$ cat src/logic/fan_limits_cfg.svh
`ifndef FAN_LIMITS_CFG_SVH
`define FAN_LIMITS_CFG_SVH
// ****************************************
// Register offsets
// ****************************************
`define OFS_OUT1_MIN_DUTY      8'h64
`define OFS_OUT2_MIN_DUTY      8'h65
`define OFS_OUT3_MIN_DUTY      8'h66
`define OFS_REMOTE1_START      8'h67
`define OFS_LOCAL_START        8'h68
`define OFS_REMOTE2_START      8'h69
`define OFS_REMOTE1_CRIT       8'h6a
`define OFS_LOCAL_CRIT         8'h6b
`define OFS_REMOTE2_CRIT       8'h6c
`define OFS_R1_LOCAL_HYST      8'h6d
`define OFS_REMOTE2_HYST       8'h6e
`define OFS_TEST_ENABLE        8'h6f
`define OFS_REMOTE1_OFFSET     8'h70
`define OFS_LOCAL_OFFSET       8'h71
// ****************************************
// Reset values and codes
// ****************************************
`define RST_MIN_DUTY           8'h80
`define RST_START_TEMP         8'h9a
`define RST_CRIT_LIMIT         8'ha4
`define RST_R1_LOCAL_HYST      8'h44
`define RST_REMOTE2_HYST       8'h40
`define RST_ZERO               8'h00
`define CRIT_DISABLE_CODE      8'h80
`define DUTY_FULL              8'hff
`define DUTY_OFF               8'h00
// ****************************************
// Field positions
// ****************************************
`define LOCAL_HYST_LSB         0
`define REMOTE1_HYST_LSB       4
`define REMOTE2_HYST_LSB       4
`define TEST_BIT_POS           0
`define DEG_PER_STEP_SHIFT     2
`endif

$ cat src/logic/fan_limits_pkg.sv
`default_nettype none
package fan_limits_pkg;
    typedef enum logic [1:0] {CH_REMOTE1, CH_LOCAL, CH_REMOTE2} chan_e;
    // Temperature codes carry a 64 degree bias, one degree per step
    typedef logic [7:0] temp_t;
    typedef struct packed {
        logic [7:0] start_temp;
        logic [7:0] crit_limit;
        logic [3:0] hyst;
    } chan_cfg_s;
endpackage : fan_limits_pkg
`default_nettype wire

$ cat src/logic/chan_limit_if.sv
`default_nettype none
interface chan_limit_if;
    import fan_limits_pkg::*;
    chan_cfg_s  cfg;
    logic [9:0] temp_q2;
    logic       sample;
    logic       fan_on;
    logic       crit_hot;
    logic       pin_hot;
    modport bank (output cfg, output temp_q2, output sample, input fan_on, input crit_hot, input pin_hot);
    modport chan (input cfg, input temp_q2, input sample, output fan_on, output crit_hot, output pin_hot);
endinterface : chan_limit_if
`default_nettype wire

$ cat src/logic/chan_limit_eval.sv
`include "fan_limits_cfg.svh"
`default_nettype none
module chan_limit_eval
    import fan_limits_pkg::*;
(
    input  wire logic   clk,
    input  wire logic   rst_b,
    chan_limit_if.chan  lim
);
    logic       fan_on_q,   fan_on_d;
    logic       crit_q,     crit_d;
    logic       pin_q,      pin_d;
    logic [9:0] start_q2, crit_q2, hyst_q2, start_rel, crit_rel;
    logic       crit_en;

    always_comb begin
        start_q2  = {lim.cfg.start_temp, 2'b00};
        crit_q2   = {lim.cfg.crit_limit, 2'b00};
        hyst_q2   = {4'h0, lim.cfg.hyst, 2'b00};
        start_rel = (start_q2 > hyst_q2) ? start_q2 - hyst_q2 : 10'h000;
        crit_rel  = (crit_q2 > hyst_q2) ? crit_q2 - hyst_q2 : 10'h000;
        crit_en   = (lim.cfg.crit_limit != `CRIT_DISABLE_CODE);
        fan_on_d  = fan_on_q;
        crit_d    = crit_q;
        pin_d     = pin_q;
        if (lim.sample) begin
            // Release needs the reading to drop to start minus hysteresis
            if (lim.temp_q2 > start_q2)
                fan_on_d = 1'b1;
            else if (lim.temp_q2 <= start_rel)
                fan_on_d = 1'b0;
            if (!crit_en)
                crit_d = 1'b0;
            else if (lim.temp_q2 > crit_q2)
                crit_d = 1'b1;
            else if (lim.temp_q2 < crit_rel)
                crit_d = 1'b0;
            // Pin trips one quarter degree above the limit
            pin_d = crit_en && (lim.temp_q2 >= crit_q2 + 10'h001);
        end
    end

    always_ff @(posedge clk or negedge rst_b) begin
        if (!rst_b) begin
            fan_on_q <= 1'b0;
            crit_q   <= 1'b0;
            pin_q    <= 1'b0;
        end else begin
            fan_on_q <= fan_on_d;
            crit_q   <= crit_d;
            pin_q    <= pin_d;
        end
    end

    assign lim.fan_on   = fan_on_q;
    assign lim.crit_hot = crit_q;
    assign lim.pin_hot  = pin_q;
endmodule : chan_limit_eval
`default_nettype wire

$ cat src/logic/duty_shaper.sv
`include "fan_limits_cfg.svh"
`default_nettype none
module duty_shaper
    import fan_limits_pkg::*;
(
    input  wire logic       clk,
    input  wire logic       rst_b,
    input  wire logic [7:0] min_duty,
    input  wire logic       min_select,
    input  wire logic       fan_on,
    input  wire logic [7:0] span_duty,
    input  wire logic       force_full,
    output logic      [7:0] duty
);
    logic [7:0] duty_q, duty_d;

    always_comb begin
        if (force_full)
            duty_d = `DUTY_FULL;
        else if (fan_on)
            duty_d = (span_duty > min_duty) ? span_duty : min_duty;
        else
            duty_d = min_select ? min_duty : `DUTY_OFF;
    end

    always_ff @(posedge clk or negedge rst_b) begin
        if (!rst_b)
            duty_q <= `DUTY_OFF;
        else
            duty_q <= duty_d;
    end

    assign duty = duty_q;
endmodule : duty_shaper
`default_nettype wire

$ cat src/logic/fan_control_limit_registers.sv
// Function
// - Minimum duty code is linear: 00 off, 40 quarter, 80 half, ff full
// - Lock bit set makes the whole bank read-only; writes are dropped
// - Above start temperature the fan runs at least at minimum duty, rising over span
// - Any reading above its critical limit forces every output to full duty
// - Critical limit code 80 disables the full-speed fail-safe of that channel
// - Full duty holds until reading drops below critical limit minus hysteresis
// - Reading a quarter degree above critical limit drives overtemp pin low if enabled
// - Below start temperature the fan keeps minimum duty until start minus hysteresis
// - Hysteresis nibbles: local 3:0, remote1 7:4, remote2 7:4 of own register
// - Test bit 0 set enters logic-tree test mode; clearing leaves it
// - Signed offset, half degree per step, is added to each reading
// - One hysteresis value releases both start and critical conditions
// - Below start minus hysteresis each output goes off or minimum per select bit
// - Minimum duty registers are read-only in automatic fan mode
`include "fan_limits_cfg.svh"
`default_nettype none
module fan_control_limit_registers
    import fan_limits_pkg::*;
#(
    parameter int NUM_CHANNELS = 3
) (
    input  wire logic       SYS_CLK,
    input  wire logic       RST_B,
    input  wire logic       REG_WR,
    input  wire logic [7:0] REG_ADDR,
    input  wire logic [7:0] REG_WDATA,
    output logic      [7:0] REG_RDATA,
    input  wire logic       CONFIG_LOCK,
    input  wire logic       AUTO_MODE,
    input  wire logic       OVERTEMP_PIN_OUT_EN,
    input  wire logic [2:0] MINIMUM_SELECT,
    input  wire logic       CONV_DONE,
    input  wire logic [7:0] REMOTE1_TEMP,
    input  wire logic [7:0] LOCAL_TEMP,
    input  wire logic [7:0] REMOTE2_TEMP,
    input  wire logic [7:0] REMOTE2_OFFSET,
    input  wire logic [7:0] SPAN_DUTY1,
    input  wire logic [7:0] SPAN_DUTY2,
    input  wire logic [7:0] SPAN_DUTY3,
    output logic      [7:0] FAN_DRIVE_OUTPUT1,
    output logic      [7:0] FAN_DRIVE_OUTPUT2,
    output logic      [7:0] FAN_DRIVE_OUTPUT3,
    output logic            OVERTEMP_SIGNAL_OUT,
    output logic            OVERTEMP_SIGNAL_OE,
    output logic            LOGIC_TREE_TEST,
    output logic            FULL_SPEED_FORCED
);
    // ****************************************
    // Parameter check
    // ****************************************
    if (NUM_CHANNELS != 3) begin : g_bad_channels
        $error("Bank serves exactly three temperature channels");
    end
    // Trio decode indexes by distance from the first offset of each trio
    if ((`OFS_OUT3_MIN_DUTY - `OFS_OUT1_MIN_DUTY != 8'h02)
        || (`OFS_REMOTE2_START - `OFS_REMOTE1_START != 8'h02)
        || (`OFS_REMOTE2_CRIT - `OFS_REMOTE1_CRIT != 8'h02)) begin : g_bad_map
        $error("Register trios must sit at three consecutive offsets");
    end

    // ****************************************
    // Register storage
    // ****************************************
    logic [7:0] min_duty_q   [3];
    logic [7:0] min_duty_d   [3];
    logic [7:0] start_q      [3];
    logic [7:0] start_d      [3];
    logic [7:0] crit_q       [3];
    logic [7:0] crit_d       [3];
    logic [7:0] hyst_r1l_q,  hyst_r1l_d;
    logic [7:0] hyst_r2_q,   hyst_r2_d;
    logic       test_q,      test_d;
    logic [7:0] off_r1_q,    off_r1_d;
    logic [7:0] off_l_q,     off_l_d;
    logic [7:0] rdata_q,     rdata_d;
    logic       wr_ok;

    function automatic logic [1:0] chan_of(input logic [7:0] addr, input logic [7:0] base);
        logic [7:0] diff;
        diff = addr - base;
        chan_of = diff[1:0];
    endfunction : chan_of

    function automatic logic in_trio(input logic [7:0] addr, input logic [7:0] base);
        in_trio = (addr >= base) && (addr <= base + 8'h02);
    endfunction : in_trio

    always_comb begin
        wr_ok      = REG_WR && !CONFIG_LOCK;
        min_duty_d = min_duty_q;
        start_d    = start_q;
        crit_d     = crit_q;
        hyst_r1l_d = hyst_r1l_q;
        hyst_r2_d  = hyst_r2_q;
        test_d     = test_q;
        off_r1_d   = off_r1_q;
        off_l_d    = off_l_q;
        if (wr_ok) begin
            if (in_trio(REG_ADDR, `OFS_OUT1_MIN_DUTY)) begin
                if (!AUTO_MODE)
                    min_duty_d[chan_of(REG_ADDR, `OFS_OUT1_MIN_DUTY)] = REG_WDATA;
            end else if (in_trio(REG_ADDR, `OFS_REMOTE1_START)) begin
                start_d[chan_of(REG_ADDR, `OFS_REMOTE1_START)] = REG_WDATA;
            end else if (in_trio(REG_ADDR, `OFS_REMOTE1_CRIT)) begin
                crit_d[chan_of(REG_ADDR, `OFS_REMOTE1_CRIT)] = REG_WDATA;
            end else if (REG_ADDR == `OFS_R1_LOCAL_HYST) begin
                hyst_r1l_d = REG_WDATA;
            end else if (REG_ADDR == `OFS_REMOTE2_HYST) begin
                hyst_r2_d = {REG_WDATA[7:4], 4'h0};
            end else if (REG_ADDR == `OFS_TEST_ENABLE) begin
                test_d = REG_WDATA[`TEST_BIT_POS];
            end else if (REG_ADDR == `OFS_REMOTE1_OFFSET) begin
                off_r1_d = REG_WDATA;
            end else if (REG_ADDR == `OFS_LOCAL_OFFSET) begin
                off_l_d = REG_WDATA;
            end
        end
    end

    // ****************************************
    // Read-back
    // ****************************************
    // Read mux; unmapped offsets read zero
    always_comb begin
        if (in_trio(REG_ADDR, `OFS_OUT1_MIN_DUTY))
            rdata_d = min_duty_q[chan_of(REG_ADDR, `OFS_OUT1_MIN_DUTY)];
        else if (in_trio(REG_ADDR, `OFS_REMOTE1_START))
            rdata_d = start_q[chan_of(REG_ADDR, `OFS_REMOTE1_START)];
        else if (in_trio(REG_ADDR, `OFS_REMOTE1_CRIT))
            rdata_d = crit_q[chan_of(REG_ADDR, `OFS_REMOTE1_CRIT)];
        else if (REG_ADDR == `OFS_R1_LOCAL_HYST)
            rdata_d = hyst_r1l_q;
        else if (REG_ADDR == `OFS_REMOTE2_HYST)
            rdata_d = hyst_r2_q;
        else if (REG_ADDR == `OFS_TEST_ENABLE)
            rdata_d = {7'h00, test_q};
        else if (REG_ADDR == `OFS_REMOTE1_OFFSET)
            rdata_d = off_r1_q;
        else if (REG_ADDR == `OFS_LOCAL_OFFSET)
            rdata_d = off_l_q;
        else
            rdata_d = `RST_ZERO;
    end

    // Registered so a read answers one edge after the address is presented
    always_ff @(posedge SYS_CLK or negedge RST_B) begin
        if (!RST_B)
            rdata_q <= `RST_ZERO;
        else
            rdata_q <= rdata_d;
    end

    always_ff @(posedge SYS_CLK or negedge RST_B) begin
        if (!RST_B) begin
            for (int i = 0; i < 3; i++) begin
                min_duty_q[i] <= `RST_MIN_DUTY;
                start_q[i]    <= `RST_START_TEMP;
                crit_q[i]     <= `RST_CRIT_LIMIT;
            end
            hyst_r1l_q <= `RST_R1_LOCAL_HYST;
            hyst_r2_q  <= `RST_REMOTE2_HYST;
            test_q     <= 1'b0;
            off_r1_q   <= `RST_ZERO;
            off_l_q    <= `RST_ZERO;
        end else begin
            min_duty_q <= min_duty_d;
            start_q    <= start_d;
            crit_q     <= crit_d;
            hyst_r1l_q <= hyst_r1l_d;
            hyst_r2_q  <= hyst_r2_d;
            test_q     <= test_d;
            off_r1_q   <= off_r1_d;
            off_l_q    <= off_l_d;
        end
    end

    // ****************************************
    // Offset correction
    // ****************************************
    // Readings and limits are compared in quarter degrees so the 0.5 degree
    // offset step and the 0.25 degree pin margin both stay exact.
    logic [7:0]  raw_temp   [3];
    logic [7:0]  offset_val [3];
    logic [3:0]  hyst_val   [3];
    logic [2:0]  fan_on, crit_hot, pin_hot;
    logic        force_full;
    logic [7:0]  span_duty  [3];
    logic [7:0]  duty       [3];

    always_comb begin
        raw_temp[0]   = REMOTE1_TEMP;
        raw_temp[1]   = LOCAL_TEMP;
        raw_temp[2]   = REMOTE2_TEMP;
        offset_val[0] = off_r1_q;
        offset_val[1] = off_l_q;
        offset_val[2] = REMOTE2_OFFSET;
        hyst_val[0]   = hyst_r1l_q[`REMOTE1_HYST_LSB +: 4];
        hyst_val[1]   = hyst_r1l_q[`LOCAL_HYST_LSB +: 4];
        hyst_val[2]   = hyst_r2_q[`REMOTE2_HYST_LSB +: 4];
        span_duty[0]  = SPAN_DUTY1;
        span_duty[1]  = SPAN_DUTY2;
        span_duty[2]  = SPAN_DUTY3;
    end

    // ****************************************
    // Per-channel evaluation
    // ****************************************
    for (genvar c = 0; c < 3; c++) begin : g_chan
        chan_limit_if lim ();
        logic signed [11:0] sum;
        always_comb begin
            // Half-degree step becomes two quarter-degree steps
            sum = $signed({2'b00, raw_temp[c], 2'b00})
                + $signed({{3{offset_val[c][7]}}, offset_val[c], 1'b0});
            if (sum < 0)
                lim.temp_q2 = 10'h000;
            else if (sum > 12'sd1023)
                lim.temp_q2 = 10'h3ff;
            else
                lim.temp_q2 = sum[9:0];
        end
        assign lim.cfg    = '{start_temp: start_q[c], crit_limit: crit_q[c], hyst: hyst_val[c]};
        assign lim.sample = CONV_DONE;
        chan_limit_eval u_eval (
            .clk   (SYS_CLK),
            .rst_b (RST_B),
            .lim   (lim.chan)
        );
        assign fan_on[c]   = lim.fan_on;
        assign crit_hot[c] = lim.crit_hot;
        assign pin_hot[c]  = lim.pin_hot;
    end

    assign force_full = |crit_hot;

    // ****************************************
    // Output duty
    // ****************************************
    for (genvar o = 0; o < 3; o++) begin : g_out
        duty_shaper u_shape (
            .clk        (SYS_CLK),
            .rst_b      (RST_B),
            .min_duty   (min_duty_q[o]),
            .min_select (MINIMUM_SELECT[o]),
            .fan_on     (fan_on[o]),
            .span_duty  (span_duty[o]),
            .force_full (force_full),
            .duty       (duty[o])
        );
    end

    // ****************************************
    // Outputs
    // ****************************************
    assign REG_RDATA           = rdata_q;
    assign FAN_DRIVE_OUTPUT1   = duty[0];
    assign FAN_DRIVE_OUTPUT2   = duty[1];
    assign FAN_DRIVE_OUTPUT3   = duty[2];
    // Open-drain style: only ever pulls low
    assign OVERTEMP_SIGNAL_OUT = 1'b0;
    assign OVERTEMP_SIGNAL_OE  = OVERTEMP_PIN_OUT_EN && (|pin_hot);
    assign LOGIC_TREE_TEST     = test_q;
    assign FULL_SPEED_FORCED   = force_full;
endmodule : fan_control_limit_registers
`default_nettype wire

$ cat config.mk
export PLATFORM = sky130hd
export DESIGN_NAME = fan_control_limit_registers
export DESIGN_NICKNAME = d
export VERILOG_FILES = /design/src/logic/fan_limits_pkg.sv /design/src/logic/chan_limit_if.sv /design/src/logic/chan_limit_eval.sv /design/src/logic/duty_shaper.sv /design/src/logic/fan_control_limit_registers.sv
export VERILOG_INCLUDE_DIRS = /design/src /design/src/logic
export SDC_FILE = /design/constraint.sdc
export NUM_CORES = 1
export LEC_CHECK = 0
export BUFFER_PORTS_ARGS = -buffer_cell sky130_fd_sc_hd__buf_2
export CAP_MARGIN = 20
export CORE_ASPECT_RATIO = 0.7
export CORE_MARGIN = 2
export CORE_UTILIZATION = 25
export CTS_BUF_LIST = sky130_fd_sc_hd__clkbuf_2
export DETAILED_ROUTE_END_ITERATION = 12
export PLACE_DENSITY = 0.43
export REMOVE_ABC_BUFFERS = 1
export SETUP_SLACK_MARGIN = 0.1
export SLEW_MARGIN = 20
export SYNTH_ARGS = -nofsm -noshare
export SYNTH_HDL_FRONTEND = slang
export SYNTH_HIERARCHICAL = 1
export SYNTH_SLANG_ARGS = --single-unit
$ cat constraint.sdc
create_clock -name SYS_CLK -period 9.1 [get_ports SYS_CLK]
set_input_delay 0.91 -clock SYS_CLK [delete_from_list [all_inputs] [get_ports SYS_CLK]]
set_output_delay 0.91 -clock SYS_CLK [all_outputs]
set_load 0.05 [all_outputs]
# ---- After elaboration in Yosys (flattened, before gate mapping)
# Index checks and enable logic that the tools add are counted.
dict set report word_totals {
  elab_cells 202
  register_bits 142
  inputBits 82
  output_inout_bits 36
}
dict set report classes {
  n_addsub 15
  n_reduce_logical 31
  n_lt_le_gt_ge 42
  eq_ne 11
  n_bitwise 11
  n_mux 65
}
# operator count
set op_table {}
lappend op_table {{8-bit two-way mux} 29}
lappend op_table {{10-bit two-way mux} 12}
lappend op_table {{24-bit bitwise mux} 3}
lappend op_table {{10-bit greater-than comparator} 6}
lappend op_table {{10-bit by 6-bit greater-than comparator with 1-bit output} 6}
lappend op_table {{10-bit by 6-bit subtractor with 10-bit output} 6}
lappend op_table {{8-bit binary-select mux with 2-bit select} 3}
lappend op_table {{8-bit demux with 2-bit select} 3}
lappend op_table {{8-bit by 7-bit == test with 1-bit output, second input constant} 5}
lappend op_table {{11-bit by 9-bit adder with 12-bit output} 3}
lappend op_table {{12-bit by 11-bit greater-than comparator with 1-bit output, second input constant} 3}
lappend op_table {{12-bit by 1-bit < comparator with 1-bit output, second input constant} 3}
lappend op_table {{10-bit by 1-bit adder with 10-bit output, second input constant} 3}
lappend op_table {{10-bit greater-or-equal comparator} 3}
lappend op_table {{10-bit less-or-equal comparator} 3}
lappend op_table {{10-bit < comparator} 3}
lappend op_table {{8-bit by 7-bit greater-or-equal comparator with 1-bit output, second input constant} 3}
lappend op_table {{8-bit greater-than comparator} 3}
lappend op_table {{8-bit by 7-bit less-or-equal comparator with 1-bit output, second input constant} 3}
lappend op_table {{8-bit inequality test, second input constant} 3}
lappend op_table {{1-bit two-way mux} 15}
lappend op_table {{2-bit AND reduction} 6}
lappend op_table {{1-bit logical AND} 11}
lappend op_table {{3-bit greater-or-equal comparator, second input constant} 3}
lappend op_table {{16 further kinds} 34}

# ---- Longest topological paths before layout
# Gate-level depths: netlist of the first run.
dict set report depth {
  word_depth 9
  depth_mapped 15
  ltp_nobuf 15
}

# ---- Cells and area by module
# The synthesis of the first run kept the hierarchy.
# module cells_each seq_area_each_um2 instances area_per_inst_um2
set by_module_without_submodules {}
lappend by_module_without_submodules {fan_control_limit_registers 681 2761.4 1 6970.4}
lappend by_module_without_submodules {{chan_limit_eval (g_chan[0].u_eval ...)} 187 75.1 2 1420.1}
lappend by_module_without_submodules {duty_shaper 74 200.2 3 655.6}
lappend by_module_without_submodules {{chan_limit_eval (g_chan[2].u_eval)} 185 75.1 1 1440.1}

# ---- Least setup slack after synthesis of the first run
# No wires, ideal clock.
dict set report synth_timing {
  path_type {input -> register}
  startpoint {input port LOCAL_TEMP[0]}
  endpoint {register g_chan[1].u_eval.crit_q}
  n_path_buf 0
  setup_time_ns 0.124
  cell_stages 13
  path_slack_ns 4.868
  t_required_ns 8.976
  t_arrival_ns 4.108
  path_cell_list {ha_1 fa_1 a211oi_1 nor2_1 o41ai_2 o22ai_1 a221oi_1 ha_1 nand4_1 or4_1 nand3_1 a22oi_1 a211o_1}
}
dict set report synth_between {
  elab_chain_len 7
}
# item line
set synth_lines {}
lappend synth_lines {{start, declared} fan_control_limit_registers.sv:35} ;# input wire logic [7:0] LOCAL_TEMP,
lappend synth_lines {{11-bit by 9-bit adder with 12-bit output *} fan_control_limit_registers.sv:215} ;# + $signed({{3{offset_val[c][7]}}, offset_val[c], 1'b0});
lappend synth_lines {{12-bit by 11-bit greater-than comparator with 1-bit output} fan_control_limit_registers.sv:218} ;# else if (sum > 12'sd1023)
lappend synth_lines {{10-bit two-way mux} fan_control_limit_registers.sv:218}
lappend synth_lines {{10-bit two-way mux *} fan_control_limit_registers.sv:216} ;# if (sum < 0)
lappend synth_lines {{named net g_chan[1].lim.temp_q2[7]} chan_limit_if.sv:5} ;# logic [9:0] temp_q2;
lappend synth_lines {{10-bit < comparator / 10-bit greater-than comparator (equally long branches)} {chan_limit_eval.sv:36, chan_limit_eval.sv:34}}
lappend synth_lines {{3-bit inequality test (no line) / 1-bit two-way mux (equally long branches)} -}
lappend synth_lines {{2-bit AND reduction (no line) / 1-bit two-way mux (equally long branches)} -}
lappend synth_lines {{end signal, assigned} chan_limit_eval.sv:50} ;# crit_q <= crit_d;
lappend synth_lines {{end, declared} chan_limit_eval.sv:11} ;# logic crit_q, crit_d;
# The timed path passes the listed nets; every way through them passes the cells marked *.
# A chain may end at the register's enable or synchronous reset.

# ---- Worst setup path after layout of the first run
dict set report layout_timing {
  startpoint {register off_l_q[1]}
  endpoint {register g_chan[1].u_eval.crit_q}
}
dict set report layout_between {
  elab_chain_len 7
}
# item line
set layout_lines {}
lappend layout_lines {{start, declared} fan_control_limit_registers.sv:75} ;# logic [7:0] off_l_q, off_l_d;
lappend layout_lines {{start signal, assigned} fan_control_limit_registers.sv:165} ;# off_l_q <= `RST_ZERO;
lappend layout_lines {{start signal, assigned} fan_control_limit_registers.sv:174} ;# off_l_q <= off_l_d;
lappend layout_lines {{11-bit by 9-bit adder with 12-bit output *} fan_control_limit_registers.sv:215}
lappend layout_lines {{12-bit by 11-bit greater-than comparator with 1-bit output} fan_control_limit_registers.sv:218}
lappend layout_lines {{10-bit two-way mux} fan_control_limit_registers.sv:218}
lappend layout_lines {{10-bit two-way mux *} fan_control_limit_registers.sv:216}
lappend layout_lines {{named net g_chan[1].lim.temp_q2[7]} chan_limit_if.sv:5}
lappend layout_lines {{10-bit < comparator / 10-bit greater-than comparator (equally long branches)} {chan_limit_eval.sv:36, chan_limit_eval.sv:34}}
lappend layout_lines {{3-bit inequality test (no line) / 1-bit two-way mux (equally long branches)} -}
lappend layout_lines {{2-bit AND reduction (no line) / 1-bit two-way mux (equally long branches)} -}
# Marked as above.

==> key figures, run 1 <==
Die
  – Width of the die: approximately 280 um
  – Die span in y: 196 um
  – Starting density of the core: 25.3%
  – IO Count: 118
  – Die area: between 0.05 and 0.06 mm^2
  – Core area: about 0.052 mm^2
  – FP Rows: 70

STA
  – Final Worst Setup Slack: between 4000 and 5000 ps
  – Final Cycle Share: between 40 and 50%
  – Final setup vio count: 0
  – Worst slew pin tran: around 1000 ps
  – Pins Over Slew Limit: 0
  – Fin Hold WS: roughly 99 ps
  – RSZ-0062 raised after global routing: false
  – Clock Skew: ~54 ps
  – Fin. Hold Viols: 0
  – F_max: 226 MHz
  – TNS Setup: 0 ps
  – Max-slew headroom: roughly 33%
  – Period minus WS final: roughly 4400 ps

Run status
  – Status: completed

Synthesis
  – Yosys top cell area share: 21.8%
  – Synth unique cells: 80
  – Share of flip-flops with an asynchronous set or reset: between 90% and 100%
  – Most numerous cell in the Yosys netlist: ha_1
  – Syn Inst Count: between 1000 and 1500
  – Area leader, netlist: dfrtp_1
  – Post-synth EDFFs: 0
  – Ys Warns: 6
  – Main flop type after synthesis: dfrtp_1
  – Post-synth top cells: ha_1, a21oi_1, dfrtp_1
  – Synthesized area: about 0.013 mm^2
  – Seq/Total Area, Yosys: about 27%
  – Synthesized flop and latch total: 142
  – Syn avg cell area: between 9 and 10 um^2
  – Top cells by area, synth: dfrtp_1, ha_1, mux2_2

Power
  – Reg power frac: between 40 and 50%
  – VDD IR-drop max: roughly 0.000076 V
  – Gate power share: 31.6%
  – Cell Int Power: around 1.1 mW
  – Sw power: about 0.62 mW
  – Static Leak: around 6.4 nW
  – Power Density: 114 mW/mm^2
  – Clock network fraction of total power: 27.4%
  – Sw Ratio: 36.6%

Worst setup path
  – Worst-path cell chain: ha_1 > fa_1 > a211oi_1 > nor2_1 > o41ai_2 > o22ai_1 > a221oi_1 > ha_1 > nand4_1 > or4_1 > nand3_1 > a22oi_1 > a211o_1
  – Critical path class: flip-flop to flip-flop
  – Slowest cell delay on critical path: slightly below 800 ps
  – CP max FO: 4
  – CP endpoint kind: flip-flop
  – CP Data Required Time: around 10000 ps
  – Crit start category: flip-flop
  – Worst path most repeated cell: ha_1
  – CP Data Arrival Time: slightly above 5000 ps
  – Slowest CP cell: a221oi_1

Route
  – Detailed Route WL: 44.0 mm
  – Met2 wire len: around 18 mm
  – Drt via density: ~5.1
  – Met3 routed WL: slightly above 2 mm
  – DRC Markers: 0
  – Wire per inst: 19.5 um
  – Antenna viol nets, final: 0
  – Max Used Layer: met5
  – Pre-Repair DR Iteration Count: 5
  – Vias: 11464
  – 1st-iter DRT viols: ~900
  – M1 wire length: between 20 and 25 mm

Clock tree
  – Skew-Pair Late Insertion Delay: about 800 ps
  – H-tree lvl count: 4
  – CTS buffer count: 17
  – Reg clk slew, reported paths: around 230 ps
  – Hold_buf cts: 0
  – Setup bufs post-CTS: 0
  – CTS Buffer Depth: 2
  – Root Driver: clkbuf_2
  – CTS sink cnt: around 140
  – CTS tree: built
  – Post-CTS Resized: 0

Global route
  – Antenna violations before repair: 3
  – Largest net degree at the start of global routing: 76
  – First-pass GRT wire length: just under 70 mm
  – Congestion Overflow GR: 0
  – Total GRT Usage: 16.0%
  – Vias in the first global route: approximately 11000

Cells and area
  – Share of cells above drive strength 1: between 20% and 30%
  – Filler instances: 5601
  – Fin cells: 2259
  – Final instance area: about 0.015 mm^2
  – Fin nets: roughly 1800
  – Area Overhead vs Synth: 12.1%

Worst hold path
  – Hold Path Class: input port to asynchronous set/reset pin

Placement
  – Post-place setup slack: 4090 ps
  – PortBufs: ~120
  – Cell Area, Placed: approximately 0.015 mm^2
  – DP Cell Count: about 2200
  – Placer's final routability congestion estimate: just under 0.9
  – Detailed placement HPWL: approximately 35 mm

Job
  – Maxcap violations: 0
==> routing by layer <==
layer  GRT usage [%]  up-vias
met5               0        -
met4            3.01        2
met3            2.69       24
met2            23.0      248
met1            24.9     5602
li1                -     5588
==> state kept, by name, summed over array words and instances (netlist names), 4 cells and up <==
name and count:
off_r1_q 8, g_chan.lim.cfg 24, crit_q 24, min_duty_q 24
g_out.u_shape/duty 24, REG_RDATA 8, hyst_r2_q 4, hyst_r1l_q 8
off_l_q 8
==> power groups by stage <==
| stage | logic, mW | clock network (mW) | registers [mW] |
|---|---|---|---|
| 2_1_floorplan | 0.360 | 0 | 0.690 |
| 3_3_place_gp | 0.526 | 0 | 0.700 |
| 3_5_place_dp | 0.529 | 0 | 0.701 |
| 4_1_cts | 0.533 | 0.482 | 0.691 |
| 5_1_grt | 0.599 | 0.504 | 0.694 |
| 6_report | 0.534 | 0.463 | 0.691 |
==> through the flow <==
step                power (mW)  util [%]
CTS                       1.71      28.4
finish                    1.69      28.4
floorplan                 1.05         -
global placement          1.23      27.8
detailed placement        1.23      27.8
global route              1.80      28.4
==> worst max-delay path, delay by kind of cell (launching register included) <==
| kind | cells | cell delay (ps) |
|---|---|---|
| flops | 1 | 460 |
| simple gates | 4 | 930 |
| fa+ha+maj | 3 | 910 |
| compound gates | 6 | 2070 |
==> cell type report <==
type                       instances  area [um^2]  share of cell area (%)
inverter                         106          398                    2.69
multi-input combinational       1173         9070                    61.2
tap                              684          856                    5.78
sequential                       142         3590                    24.2
clock buffer                      19         95.1                   0.642
antenna                            3         7.51                  0.0507
clock inverter                    13          195                    1.32
timing repair buffer             119          609                    4.11
==> kinds of logic after synthesis <==
family / after synthesis / synth area share (%)
simple gates: 421 / 16.4
xor+xnor: 34 / 2.25
compound gates: 379 / 19.4
other cells: 1 / 0.0284
buf+inv: 147 / 4.28
flops: 142 / 27.1
fa+ha+maj: 184 / 17.9
mux: 154 / 12.6
==> worst paths after layout <==
check	to	startpoint	slack, ps	cells past startpoint
hold reg to reg	hyst_r2_q[7]	hyst_r2_q[7]	580	1
hold / removal	g_out[2].u_shape/duty[7]	RST_B	100	1
setup / recovery	g_chan[1].u_eval/lim.crit_hot	off_l_q[1]	4670	13
max in group asynchronous	off_r1_q[3]	RST_B	7520	2
min in group SYS_CLK	g_out[1].u_shape/duty[5]	SPAN_DUTY2[5]	350	3
setup reg to reg	g_chan[1].u_eval/lim.crit_hot	off_l_q[1]	4670	13
==> cells in the final DEF (no fill, tap or decap), types with 22 or more instances in the layout <==
| master | count |
|---|---|
| dfstp_2 | 27 |
| o21ai_0 | 60 |
| nor3_1 | 49 |
| inv_1 | 104 |
| nand4_1 | 33 |
| nand2_1 | 92 |
| nand3_1 | 31 |
| mux2i_1 | 52 |
| buf_2 | 115 |
| nor2_1 | 100 |
| dfrtp_1 | 115 |
| a21o_1 | 38 |
| nor2b_1 | 22 |
| ha_1 | 175 |
| mux2_2 | 102 |
| xnor2_1 | 30 |
| o211ai_1 | 23 |
| a21oi_1 | 116 |
| nand2b_1 | 28 |
Note: power is estimated with default switching activity, not from simulation.
==> run 2: changes to the inputs <==
Settings changed: ABC_AREA set to 1.
Clock period 9.1 ns to 4.63 ns, I/O delays scaled along.
==> run 2 against run 1 <==
Net effect: register-to-register slack got worse by 3600 ps; core utilization rose by 0.50 points; sequential share of layout area shrank 0.62 points; sequential power is 100% higher.
==> key figures, run 2 <==
Cells and area
  – Area Overhead vs Synth: 13.4%
  – Fin nets: 2233 (+22%)
  – Most common cell after layout, fill and taps aside: nand2_1
  – Most frequent cells in the layout: nand2_1, inv_1, ha_1
  – Share of cells above drive strength 1: 16.5% (-4.0 points)
  – Final instance area: 0.0152 mm^2 (+2.6%)

STA
  – Fin. Hold Viols: 0 (unchanged)
  – Final setup vio count: 0 (unchanged)
  – Final Cycle Share: 76.9% (+28 points)
  – Worst slew pin tran: 996 ps (-4.63 ps)
  – Max-slew headroom: 33.6% (+0.24 points)
  – TNS Setup: 0 ps (unchanged)
  – F_max: 281 MHz (+24%)
  – Period minus WS final: 3560 ps (-869 ps)
  – Pins Over Slew Limit: 0 (unchanged)
  – Clock Skew: 27.9 ps (-26.6 ps)
  – RSZ-0062 raised after global routing: false

Worst setup path
  – Critical path class: flip-flop to flip-flop
  – Crit start category: flip-flop
  – CP Data Required Time: 5370 ps (-4440 ps)
  – R2R Setup Slk: 1070 ps (-3600 ps)
  – CP endpoint kind: flip-flop
  – CP Data Arrival Time: 4300 ps (-840 ps)
  – CP max FO: 7 (+3)

Global route
  – Congestion Overflow GR: 0 (unchanged)
  – First-pass GRT wire length: 71.1 mm (+5.4%)
  – Total GRT Usage: 16.8% (+0.73 points)
  – Vias in the first global route: 11845 (+4.9%)
  – Antenna violations before repair: 2 (-1)
  – Largest net degree at the start of global routing: 73 (-3.9%)

Synthesis
  – Yosys top cell area share: 21.5% (-0.31 points)
  – Synth unique cells: 59 (-26%)
  – Area leader, netlist: dfrtp_1
  – Synthesized flop and latch total: 142 (unchanged)
  – Syn Inst Count: 1840 (+26%)
  – Post-synth EDFFs: 0 (unchanged)
  – Most numerous cell in the Yosys netlist: nand2_1
  – Post-synth top cells: nand2_1, inv_1, ha_1
  – Main flop type after synthesis: dfrtp_1
  – Seq/Total Area, Yosys: 26.7% (-0.39 points)
  – Syn avg cell area: 7.29 um^2 (-19%)
  – Share of flip-flops with an asynchronous set or reset: 100% (unchanged)
  – Top cells by area, synth: dfrtp_1, ha_1, nand2_1
  – Synthesized area: 0.0134 mm^2 (+1.5%)
  – Ys Warns: 6 (unchanged)

Power
  – Gate power share: 34.8% (+3.2 points)
  – Reg power frac: 40.6% (-0.3 points)
  – Static Leak: 7.13 nW (+12%)
  – Sw power: 1.41 mW (+130%)
  – Cell Int Power: 2.02 mW (+89%)
  – Sw Ratio: 41.1% (+4.6 points)
  – Power Density: 225 mW/mm^2 (+98%)
  – VDD IR-drop max: 0.000139 V (+83%)
  – Tot Pwr: 3.43 mW (+100%)
  – Clock network fraction of total power: 24.6% (-2.8 points)

Clock tree
  – Root Driver: clkbuf_2
  – CTS tree: built
  – Post-CTS Resized: 0 (unchanged)
  – CTS buffer count: 17 (unchanged)
  – CTS Buffer Depth: 2 (unchanged)
  – CTS sink cnt: 142 (unchanged)
  – Reg clk slew, reported paths: 230 ps (about the same)
  – Skew-Pair Late Insertion Delay: 820 ps (about the same)
  – Setup bufs post-CTS: 0 (unchanged)
  – H-tree lvl count: 4 (unchanged)

Route
  – Pre-Repair DR Iteration Count: 5 (unchanged)
  – Wire per inst: 16.9 um (-13%)
  – DRC Markers: 0 (unchanged)
  – Antenna viol nets, final: 0 (unchanged)
  – Drt via density: 4.66 (-8.2%)
  – Vias: 12589 (+9.8%)
  – 1st-iter DRT viols: 846 (-6.2%)
  – Detailed Route WL: 45.8 mm (+4.0%)

Die
  – Die span in y: 198 um (+0.71%)
  – Width of the die: 281 um (+0.72%)
  – Die area: 0.0555 mm^2 (+1.4%)
  – Starting density of the core: 25.5% (+0.16 points)
  – Core area: 0.0526 mm^2 (+0.84%)
  – IO Count: 118 (unchanged)
  – FP Rows: 70 (unchanged)

Worst hold path
  – Hold Path Class: input port to flip-flop

Placement
  – Detailed placement HPWL: 36.4 mm (+4.9%)
  – Cell Area, Placed: 0.0147 mm^2 (+1.2%)
  – PortBufs: 116 (unchanged)
  – Placer's final routability congestion estimate: 0.893 (+1.5%)

Job
  – Maxcap violations: 0 (unchanged)

Run status
  – Status: completed
## run 2: cell types whose count changed in the layout (fill, tap and decap cells not counted), sizes merged, moves of 35 or more
cell	delta
mux2	-102
inv	+143
o21ai	+130
nor2	+54
nor3	-38
nand3	+107
nand2	+365
a21o	-35
mux2i	-52
## run 2: critical path, cell delays in order (launching register included)
cell	delay, ps
dfrtp_1	500
ha_1	270
fa_1	440
nand3_1	110
nand3_1	110
nand3_1	120
nand3_1	70
nand2_1	190
inv_1	120
o21a_1	280
ha_1	350
inv_1	40
nor2_1	80
nor2_1	50
o21a_1	160
o21ai_0	220
a21oi_1	100
nand2_1	80
nand2_1	40
nand2_1	70
nand2_1	50
## run 2: repair_timing
item / 4_1_cts / 5_1_grt
hold buffers: 25 / 0
endpoints found under the hold margin: 82 / 0
setup endpoints to repair: 0 / 0
## run 2: final cells by class
| cell class | count | area [um^2] |
|---|---|---|
| multi-input combinational | 1410 | 8630 |
| clock inverter | 15 | 171 |
| clock buffer | 17 | 85.1 |
| sequential | 142 | 3590 |
| inverter | 248 | 936 |
| antenna | 2 | 5.00 |
| tap | 720 | 901 |
| timing repair buffer | 148 | 890 |
| fill | 5792 | 37400 |
## run 2: final timing paths
check,startpoint,to,depth (start not counted)
setup reg to reg,off_r1_q[1],g_chan[0].u_eval/lim.crit_hot,20
hold / removal,CONV_DONE,g_chan[0].u_eval/lim.fan_on,3
hold reg to reg,hyst_r1l_q[2],hyst_r1l_q[2],2
max in group asynchronous,RST_B,hyst_r1l_q[2],3
min in group asynchronous,RST_B,REG_RDATA[3],2
setup / recovery,off_r1_q[1],g_chan[0].u_eval/lim.crit_hot,20
## run 2: per-stage QoR
stage / hold WS, ps / utilization, % / cells / setup slack [ps]
2_1_floorplan: 167 / - / 1800 / 1480
3_3_place_gp: 477 / 27.9 / 2643 / 998
3_5_place_dp: 480 / 27.9 / 2643 / 954
4_1_cts: 17.7 / 28.9 / 2700 / 1050
5_1_grt: 48.9 / 28.9 / 2700 / 715
6_report: 85.2 / 28.9 / 2702 / 1070
## run 2: kinds of logic (layout without fill, tap and decap cells)
| family | count (synthesis) | in the layout | share of synthesized area, % |
|---|---|---|---|
| other | 1 | 3 | 0.0280 |
| and+or+nand+nor | 823 | 823 | 28.5 |
| buffers and inverters | 288 | 428 | 8.91 |
| AOI/OAI and AO/OA | 383 | 383 | 16.9 |
| adders and majority gates | 184 | 184 | 17.7 |
| xor gates and xnor gates | 19 | 19 | 1.24 |
| DFF | 142 | 142 | 26.7 |
## run 2: power by group through the flow
| stage | logic [mW] | clock network (mW) | registers (mW) |
|---|---|---|---|
| finish | 1.19 | 0.842 | 1.39 |
| global route | 1.36 | 0.924 | 1.40 |
| CTS | 1.20 | 0.871 | 1.39 |
| detailed placement | 1.17 | 0 | 1.41 |
| global placement | 1.16 | 0 | 1.41 |
| floorplan | 0.747 | 0 | 1.45 |
## run 2: per-layer routing
layer  up-vias  part of all wire (%)  track usage (%)
met1      5928                    54             26.3
met5         -                     0                0
met3        11                   4.4             2.60
met2       252                    41             24.4
li1       6398                     -                -
met4         0                  0.36             2.02
==> run 3: changes to the inputs <==
Clock period 4.63 ns to 3.4 ns, I/O delays scaled along.
==> run 3 against run 2 <==
Net effect: clock-buffer cell count up 2; sequential share of layout area down 1.3 points; power up 38%; wire length up 1.6%; clock skew up 29 ps; via count up 2.5%; sequential cell count unchanged; design area up 5.8%; core utilization up 1.7 points; cell count up 2.7%; critical endpoint is now g_chan[1].u_eval/lim.fan_on.
==> key figures, run 3 (synthesis gave the netlist of run 2 again) <==
Global route
  – Vias in the first global route: 12240 (+3.3%)
  – Antenna violations before repair: 3 (+1)
  – First-pass GRT wire length: 72.0 mm (+1.3%)
  – Congestion Overflow GR: 0 (unchanged)
  – Total GRT Usage: 17.0% (+0.21 points)
  – Largest net degree at the start of global routing: 92 (+26%)

Route
  – Wire per inst: 16.8 um (-1.1%)
  – Pre-Repair DR Iteration Count: 5 (unchanged)
  – Detailed Route WL: 46.5 mm (+1.6%)
  – Drt via density: 4.65 (-0.20%)
  – Antenna viol nets, final: 0 (unchanged)
  – 1st-iter DRT viols: 943 (+11%)
  – DRC Markers: 0 (unchanged)
  – Vias: 12903 (+2.5%)

Clock tree
  – CTS sink cnt: 142 (unchanged)
  – CTS buffer count: 17 (unchanged)
  – Reg clk slew, reported paths: 240 ps (about the same)
  – CTS tree: built
  – H-tree lvl count: 4 (unchanged)
  – CTS Buffer Depth: 2 (unchanged)
  – Skew-Pair Late Insertion Delay: 820 ps (about the same)
  – Root Driver: clkbuf_2

Worst setup path
  – CP endpoint kind: flip-flop
  – CP Data Arrival Time: 3940 ps (-360 ps)
  – Critical path class: flip-flop to flip-flop
  – R2R Setup Slk: 240 ps (-830 ps)
  – Crit start category: flip-flop
  – CP max FO: 6 (-1)
  – Critical Path Start: off_l_q[5]
  – Reg2reg start: off_l_q[5]
  – CP Data Required Time: 4180 ps (-1190 ps)

Die
  – Die area: 0.0555 mm^2 (unchanged)
  – Starting density of the core: 25.5% (unchanged)
  – FP Rows: 70 (unchanged)
  – Width of the die: 281 um (unchanged)
  – Die span in y: 198 um (unchanged)
  – Core area: 0.0526 mm^2 (unchanged)
  – IO Count: 118 (unchanged)

Power
  – Power Density: 293 mW/mm^2 (+30%)
  – VDD IR-drop max: 0.000177 V (+27%)
  – Tot Pwr: 4.72 mW (+38%)
  – Static Leak: 7.43 nW (+4.2%)

STA
  – Period minus WS final: 3160 ps (-400 ps)
  – Pins Over Slew Limit: 0 (unchanged)
  – RSZ-0062 raised after global routing: true
  – TNS Setup: 0 ps (unchanged)
  – Fin. Hold Viols: 0 (unchanged)
  – F_max: 317 MHz (+13%)
  – Clock Skew: 56.8 ps (+28.8 ps)
  – Max-slew headroom: 33.3% (-0.22 points)
  – Final Cycle Share: 92.9% (+16 points)
  – Fin Hold WS: 87.8 ps (+2.61 ps)
  – Final Worst Setup Slack: 241 ps (-830 ps)
  – Worst slew pin tran: 999 ps (+3.31 ps)
  – Final setup vio count: 0 (unchanged)

Placement
  – PortBufs: 116 (unchanged)
  – Detailed placement HPWL: 37.1 mm (+1.9%)
  – Post-place setup slack: 8.95 ps (-945 ps)
  – Placer's final routability congestion estimate: 0.878 (-1.6%)

Worst hold path
  – Worst min-delay path startpoint: MINIMUM_SELECT[2]
  – Hold Path Class: input port to flip-flop

Cells and area
  – Fin nets: 2305 (+3.2%)
  – Filler instances: 5665 (-2.2%)
  – Area Overhead vs Synth: 20.0%
  – Most common cell after layout, fill and taps aside: nand2_1
  – Share of cells above drive strength 1: 21.1% (+4.6 points)
  – Fin util: 30.6% (+1.7 points)
  – Most frequent cells in the layout: nand2_1, inv_1, ha_1

Run status
  – Status: completed

Job
  – Maxcap violations: 0 (unchanged)
run 3: cell count changes in the layout (fill, tap and decap cells not counted), sizes merged:
cell	change
dlygate4sd3	+24
diode	+1
clkbuf	+2
clkinvlp	-2
inv	+1
buf	+48
bufinv	-1
run 3: path summary, 6_finish.rpt:
check,end,cells past startpoint
worst max-delay path,g_chan[1].u_eval/lim.fan_on,18
worst min-delay path,g_out[2].u_shape/duty[2],5
worst max register to register,g_chan[1].u_eval/lim.fan_on,18
worst min register to register,hyst_r1l_q[2],2
max in group asynchronous,g_chan[0].lim.cfg[16],3
min in group asynchronous,g_chan[1].u_eval/lim.fan_on,2
run 3: worst max-delay path: stages (launching register included):
cell and delay, ps:
dfrtp_2 490, ha_1 350, a21oi_1 270, o21ai_1 140, nand2_1 100, nand3_1 70, nand2_1 70, nand2_2 90
inv_2 170, a21oi_2 40, buf_4 150, buf_4 150, ha_1 310, nand3_1 110, o211ai_1 200, nand2_1 80
o211ai_1 90, o211ai_1 140, nand2_1 100
run 3: final cells by class:
class	count	area, um^2	share of cell area (%)
Antenna cell	3	7.51	0.0467
Timing Repair Buffer	220	1490	9.26
Multi-Input combinational cell	1410	8930	55.5
Clock inverter	13	124	0.770
Clock buffer	19	95.1	0.591
Tap cell	720	901	5.60
Inverter	248	941	5.85
Sequential cell	142	3590	22.3
run 3: what timing repair did:
item                                    4_1_cts  5_1_grt
endpoints found under the setup margin        3        8
hold buffers                                 49        0
pin swaps                                     1       12
resized for setup                             9       71
setup buffers                                 3       10
hold endpoints to repair                    103        0
run 3: metrics by stage:
stage | cell area, um^2 | cells
2_1_floorplan | 13200 | 1800
4_1_cts | 15700 | 2762
6_report | 16100 | 2775
3_3_place_gp | 15000 | 2678
5_1_grt | 16100 | 2772
3_5_place_dp | 15000 | 2678
run 3: per-layer routing:
| layer | vias up | GRT usage (%) | share of wire, % |
|---|---|---|---|
| met1 | 6037 | 26.6 | 54 |
| met4 | 0 | 1.86 | 0.52 |
| li1 | 6553 | - | - |
| met5 | - | 0 | 0 |
| met3 | 18 | 3.28 | 5.3 |
| met2 | 295 | 24.2 | 40 |
run 3: report_power, final:
part / switching [mW] / internal (mW)
clock network: 0.704 / 0.335
logic: 1.11 / 0.672
registers: 0.113 / 1.78
total: 1.93 / 2.79
